<file path="src/design/event_router_pkg.sv">
// Shared constants and carrier types for the peripheral event router
package event_router_pkg;
    localparam int CHANNELS      = 6;
    localparam int GENERATORS    = 15;
    localparam int USERS         = 8;
    localparam int PORTS         = 4;
    localparam int GEN_SEL_W     = 4;
    localparam int CH_SEL_W      = 3;
    // Selection code zero means no connection
    localparam logic [GEN_SEL_W-1:0] GEN_NONE = 4'h0;
    localparam logic [CH_SEL_W-1:0]  CH_NONE  = 3'h0;
    // Synchroniser depth on the synchronous path
    localparam int SYNC_STAGES   = 2;

    // Per-channel pair of copies
    typedef struct packed {
        logic [CHANNELS-1:0] async_path;
        logic [CHANNELS-1:0] sync_path;
    } channel_bus_t;

    // Routing configuration as driven by software
    typedef struct packed {
        logic [CHANNELS-1:0][GEN_SEL_W-1:0] channel_generator_select;
        logic [USERS-1:0][CH_SEL_W-1:0]     user_channel_select;
        logic [PORTS-1:0][CH_SEL_W-1:0]     pin_channel_select;
    } route_cfg_t;
endpackage : event_router_pkg

</file>
<file path="src/design/peripheral_event_router.sv">
// Peripheral event router: generator muxes, channel sync and user muxes
`timescale 1ns/1ps

module peripheral_event_router
    import event_router_pkg::*;
#(
    parameter int NUM_CH = event_router_pkg::CHANNELS
)(
    input  wire logic                                       clk,
    input  wire logic                                       rst,
    input  wire logic [event_router_pkg::GENERATORS-1:0]    gen_event,
    input  wire logic [event_router_pkg::GENERATORS-1:0]    gen_is_async,
    input  wire event_router_pkg::route_cfg_t               cfg,
    output logic [event_router_pkg::USERS-1:0]              user_sync_event,
    output logic [event_router_pkg::USERS-1:0]              user_async_event,
    output logic [event_router_pkg::PORTS-1:0]              event_pin_output,
    output logic [event_router_pkg::CHANNELS-1:0]           channel_sync_ff
);
    import event_router_pkg::*;

    // Selected generator per channel; code zero and codes past the
    // generator list read low, so a cleared select disconnects
    function automatic logic pick_gen(
        input logic [GENERATORS-1:0] ev,
        input logic [GEN_SEL_W-1:0]  sel
    );
        logic r;
        r = 1'b0;
        if (sel != GEN_NONE && int'(sel) <= GENERATORS)
            r = ev[int'(sel) - 1];
        return r;
    endfunction : pick_gen

    // Channel pick for users and pins; code k means channel k-1
    function automatic logic pick_ch(
        input logic [CHANNELS-1:0] ch,
        input logic [CH_SEL_W-1:0] sel
    );
        logic r;
        r = 1'b0;
        if (sel != CH_NONE && int'(sel) <= CHANNELS)
            r = ch[int'(sel) - 1];
        return r;
    endfunction : pick_ch

    channel_bus_t        chan;
    logic [CHANNELS-1:0] src_async;
    logic [CHANNELS-1:0] meta_ff;
    logic [CHANNELS-1:0] nxt_meta;
    logic [CHANNELS-1:0] nxt_sync;
    logic [USERS-1:0]    user_async_ff;
    logic [USERS-1:0]    user_sync_ff;
    logic [PORTS-1:0]    pin_ff;
    logic [USERS-1:0]    nxt_user_async;
    logic [USERS-1:0]    nxt_user_sync;
    logic [PORTS-1:0]    nxt_pin;

    // Generator muxes; the async copy has no clock in its path
    // Counter ticks, debug sync and comparators arrive as async levels
    always_comb
    begin
        for (int c = 0; c < CHANNELS; c++)
        begin
            chan.async_path[c] = pick_gen(gen_event,
                cfg.channel_generator_select[c]);
            src_async[c] = pick_gen(gen_is_async,
                cfg.channel_generator_select[c]);
        end
    end

    // Two-stage synchroniser; stage one feeds only stage two
    always_comb
    begin
        nxt_meta = chan.async_path;
        nxt_sync = meta_ff;
    end

    always_ff @(posedge clk or posedge rst)
    begin
        if (rst)
        begin
            meta_ff         <= '0;
            channel_sync_ff <= '0;
        end
        else
        begin
            meta_ff         <= nxt_meta;
            channel_sync_ff <= nxt_sync;
        end
    end

    // Sync copy: synchronised for async sources, direct for clk sources
    always_comb
    begin
        for (int c = 0; c < CHANNELS; c++)
            chan.sync_path[c] = src_async[c] ? channel_sync_ff[c]
                                             : chan.async_path[c];
    end

    // Per-user and per-pin channel multiplexers
    always_comb
    begin
        for (int u = 0; u < USERS; u++)
        begin
            nxt_user_async[u] = pick_ch(chan.async_path,
                cfg.user_channel_select[u]);
            nxt_user_sync[u]  = pick_ch(chan.sync_path,
                cfg.user_channel_select[u]);
        end
        for (int p = 0; p < PORTS; p++)
            nxt_pin[p] = pick_ch(chan.async_path,
                cfg.pin_channel_select[p]);
    end

    // Output registers; outputs must come from flip-flops, which costs
    // one cycle on the async copy as seen at the ports
    always_ff @(posedge clk or posedge rst)
    begin
        if (rst)
        begin
            user_async_ff <= '0;
            user_sync_ff  <= '0;
            pin_ff        <= '0;
        end
        else
        begin
            user_async_ff <= nxt_user_async;
            user_sync_ff  <= nxt_user_sync;
            pin_ff        <= nxt_pin;
        end
    end

    assign user_async_event = user_async_ff;
    assign user_sync_event  = user_sync_ff;
    assign event_pin_output = pin_ff;

    // Assertions
    property p_sync_lag;
        @(posedge clk) disable iff (rst)
        chan.async_path[0] |-> ##2 channel_sync_ff[0];
    endproperty
    a_sync_lag: assert property (p_sync_lag)
        else $error("sync stage did not follow");

    property p_sync_two;
        @(posedge clk) disable iff (rst)
        ($rose(chan.async_path[0]) && $stable(cfg)) ##1 $stable(cfg)
            ##1 $stable(cfg)
            |-> channel_sync_ff[0] || !$past(chan.async_path[0]);
    endproperty
    a_sync_two: assert property (p_sync_two)
        else $error("sync path latency wrong");

    property p_none_low;
        @(posedge clk) disable iff (rst)
        cfg.channel_generator_select[0] == GEN_NONE |-> !chan.async_path[0];
    endproperty
    a_none_low: assert property (p_none_low)
        else $error("unselected channel carries event");

    property p_user_follow;
        @(posedge clk) disable iff (rst)
        cfg.user_channel_select[0] == 3'h1 |=>
            user_async_event[0] == $past(chan.async_path[0]);
    endproperty
    a_user_follow: assert property (p_user_follow)
        else $error("user mux not following channel");

    property p_user_none;
        @(posedge clk) disable iff (rst)
        cfg.user_channel_select[0] == CH_NONE |=> !user_sync_event[0];
    endproperty
    a_user_none: assert property (p_user_none)
        else $error("unconnected user active");

    property p_pin_follow;
        @(posedge clk) disable iff (rst)
        cfg.pin_channel_select[0] == 3'h2 |=>
            event_pin_output[0] == $past(chan.async_path[1]);
    endproperty
    a_pin_follow: assert property (p_pin_follow)
        else $error("pin does not follow channel");

    property p_gen_pick;
        @(posedge clk) disable iff (rst)
        cfg.channel_generator_select[1] == 4'h1 |->
            chan.async_path[1] == gen_event[0];
    endproperty
    a_gen_pick: assert property (p_gen_pick)
        else $error("channel not carrying chosen generator");

    property p_level_hold;
        @(posedge clk) disable iff (rst)
        (cfg.user_channel_select[0] == 3'h1 && !src_async[0]) |=>
            user_sync_event[0] == $past(chan.async_path[0]);
    endproperty
    a_level_hold: assert property (p_level_hold)
        else $error("sync level altered");

    // Last channel works on its own, away from channel zero
    property p_last_channel;
        @(posedge clk) disable iff (rst)
        cfg.channel_generator_select[5] == 4'hf |->
            chan.async_path[5] == gen_event[14];
    endproperty
    a_last_channel: assert property (p_last_channel)
        else $error("sixth channel not carrying its generator");
endmodule : peripheral_event_router

</file>
<file path="config.mk">
export PLATFORM = sky130hd
export DESIGN_NAME = peripheral_event_router
export DESIGN_NICKNAME = d
export VERILOG_FILES = /design/src/design/event_router_pkg.sv /design/src/design/peripheral_event_router.sv
export SDC_FILE = /design/constraint.sdc
export NUM_CORES = 1
export LEC_CHECK = 0
export ABC_AREA = 0
export ABC_CLOCK_PERIOD_IN_PS = 1550
export BUFFER_PORTS_ARGS = -buffer_cell sky130_fd_sc_hd__buf_2
export CAP_MARGIN = 20
export CORE_AREA = 4 4 119 121
export DETAILED_ROUTE_END_ITERATION = 10
export DIE_AREA = 0 0 123 125
export PLACE_DENSITY = 0.6
export SLEW_MARGIN = 15
export SYNTH_ARGS = -nofsm -noshare
export SYNTH_HDL_FRONTEND = slang
export SYNTH_SLANG_ARGS = --single-unit
</file>
<file path="constraint.sdc">
create_clock -name clk -period 1.55 [get_ports clk]
set_input_delay 0.31 -clock clk [delete_from_list [all_inputs] [get_ports clk]]
set_output_delay 0.31 -clock clk [all_outputs]
set_load 0.01 [all_outputs]
</file>
==> impl_results.md <==
- Die Y: 125 um
- Initial antenna violation count: 0
- Peak VDD IR: 0.4258 mV
- Critical path's top delay family: multiplexers
- Die Wd: 123 um
- Antenna-violating nets left: 0
- Leak pwr: 3.928 nW
- CP arrival: 2.61 ns
- Critical-path cell list: buf_6 -> inv_4 -> ha_4 -> xor2_4 -> mux4_2 -> or2_4 -> a31oi_4 -> mux2_4 -> o221a_1 -> a32oi_1
- Top-Level Pins: 118
- Share of cells above drive strength 1: 0.5141
- Sequential-to-total area share from yosys stat: 0.1542
- Drt via density: 5.785
- Synth Instances: 611
- PwrDens: 684.9 mW/mm2
- Final min period: 2.418 ns
- Setup ws final: -0.8675 ns
- Initial core utilization: 0.3969
- # DRC: 0
- Grt total ovfl: 0
- Syn_area_per_cell: 8.500 um2
- Asr flop ratio synth: 1.000
- Vias in the first global route: 6289
- Failing checks: negative setup slack
- #FFs+latches synth: 32
- Input/output buffers: 117
- Max Freq: 413.6 MHz
- Wire length per cell: 17.39 um
- Final WL: 19.06 mm
- Slew Limit Fails: 0
- Ant. Diodes: 0
- CP Launch Type: input port
- Final TNS setup: -16.04 ns
- Htree depth: 2
- Critical Path Fanout Max: 8
- RSZ-0062 raised after global routing: yes
- Slew HR: 0.6176
- Ys flop type: dfrtp_1
- Total of max-cap violations: 0
- CTS root buf: clkbuf_16
- Clock buffer count from CTS: 5
- Worst clock skew: 0.004644 ns
- Kind of critical path: in2reg
- Fin nets: 1053
- DR iter-0 viols: 489
- Final Wtd Congestion: 0.9250
- Status: complete, but fails checks
- Setup crit end kind: register
- Num rows: 42
- DRT Pass-1 Iters: 5
- Min-delay worst type: in2async
- Design area: 0.008446 mm2
- Bufs on Longest Clock Path: 2
- Die area: 0.01538 mm2
- Slowest CP cell: mux4_2
- Commonest cells after routing, fill and taps aside: buf_4, buf_2, nand2_1
- Final Cycle Share: 1.560
- Layout area overhead: 62.61%
- CTS sink cnt: 32
- Cell count after placement: 1070
- CTS tree: built
- Fillcell total: 1057
- Clock Latency Late Sink: 0.28 ns
- Worst-margin pin slew: 0.5722 ns
- First-pass GRT wire length: 29.48 mm
- Mapped Area: 0.005194 mm2
- Post-synth EDFFs: 0
- Post-synth cell types: 74
- Total core area: 0.01309 mm2
- Clock-pin slew on the worst setup and hold paths: 0.06 ns
- CP peak stage delay: 0.52 ns
- Syn_nets: 745
- Fin cells: 1096
- Hold Fails Final Rpt: 0
- Detail Placement HPWL: 14.49 mm
- Post-DP Area: 0.007601 mm2
- Final setup violation count: 26
- Commonest non-fill, non-tap cell in the layout: buf_4
- Total number of vias: 6340
- Pin count of the biggest net entering global routing: 33
- Gr usage total: 0.2350
- CP Buf/Inv Count: 2
- Yosys warns: 0
- CP Data Required Time: 1.74 ns
power by group:
group | internal, mW | switching (mW) | total (mW)
sequential | 0.994 | 0.0728 | 1.07
clock | 0.846 | 0.385 | 1.23
combinational | 1.75 | 1.74 | 3.49
final cells by class:
type	instances	area (um2)	share of cell area
multi-input cells	498	4559	0.5399
repair buffers	327	2436	0.2884
flip-flops and latches	32	800.8	0.09481
inverters	55	246.5	0.02919
well taps	176	220.2	0.02607
clock buffers	7	152.6	0.01807
clock inverters	1	30.03	0.003556
stage by stage:
stage	setup WS [ns]	utilization	power [mW]	hold WS [ns]
6_report	-0.8675	0.6454	5.784	0.1158
5_1_grt	-0.9063	0.6454	6.092	0.1713
4_1_cts	-0.8526	0.6220	5.534	0.1462
3_5_place_dp	-1.271	0.5809	4.070	0.3364
3_3_place_gp	-1.193	0.5809	3.984	0.3330
2_1_floorplan	-1.012	-	2.759	0.3312
worst paths after layout:
kind,from,to,cells after the start,slack [ns]
max,cfg[37],user_sync_event[0],10,-0.87
min,rst,event_pin_output[0],3,0.12
max reg2reg,channel_sync_ff[4],user_sync_event[0],5,0.21
min reg2reg,meta_ff[0],channel_sync_ff[0],0,0.35
max in group asynchronous,rst,user_sync_event[0],3,1.12
min in group clk,meta_ff[0],channel_sync_ff[0],0,0.35
worst register-to-register path: cells and delay by family, from the launching register on:
family	cells	cell delay, ns
AO/OA/AOI/OAI	3	0.67
flip-flops	1	0.36
AND/OR/NAND/NOR	1	0.15
buffers and inverters	1	0.05
state kept, by name (all words and copies together), names as in the netlist:
name,cells
user_sync_event,8
meta_ff,6
channel_sync_ff,6
event_pin_output,4
user_async_event,8
routing by layer:
metal | GRT usage | part of all wire
met1 | 0.2898 | 0.39
met2 | 0.4088 | 0.50
met3 | 0.03117 | 0.076
met4 | 0.09837 | 0.042
met5 | 0 | 0
logic make-up (layout without fill, tap and decap cells):
group / count (synthesis) / in the layout / share of synthesized area
XOR/XNOR: 18 / 18 / 0.03469
buffers and inverters: 82 / 390 / 0.06601
AND/OR/NAND/NOR: 220 / 221 / 0.2089
adder cells (fa/ha/maj): 42 / 42 / 0.1012
multiplexers: 70 / 70 / 0.2238
AO/OA/AOI/OAI: 147 / 147 / 0.2113
flip-flops: 32 / 32 / 0.1542
cells in the mapped netlist, types with 3 or more instances:
cell type	count	area (um2)
nand2_1	79	296.5
inv_1	54	202.7
ha_1	42	525.5
nor2_1	36	135.1
dfrtp_1	32	800.8
mux4_2	32	720.7
o21ai_0	32	160.2
nand3_1	26	130.1
mux2i_1	25	250.2
nor3_1	17	85.08
nand2b_1	14	87.58
o221ai_1	14	122.6
a31oi_1	13	81.33
clkbuf_1	13	48.80
xnor2_1	13	113.9
a21oi_1	10	50.05
buf_2	10	50.05
o211ai_1	10	75.07
a32oi_1	9	78.83
o2111ai_1	9	78.83
a211oi_1	8	60.06
mux2_2	8	90.09
o221a_1	8	90.09
nand3b_1	7	52.55
or2_2	7	43.79
or3_1	7	43.79
nand4_1	6	37.54
a41oi_1	4	35.03
nor3b_1	3	22.52
o31a_1	3	26.28
o31ai_1	3	22.52
xor2_2	3	48.80
what timing repair did:
item                       4_1_cts  5_1_grt
gates resized for setup         62       54
hold buffers                     0        0
pin swaps                       29       36
cloned                           0        3
buffers inserted                10        5
setup endpoints to repair       26       26
Note: power is estimated with default switching activity, not from simulation.
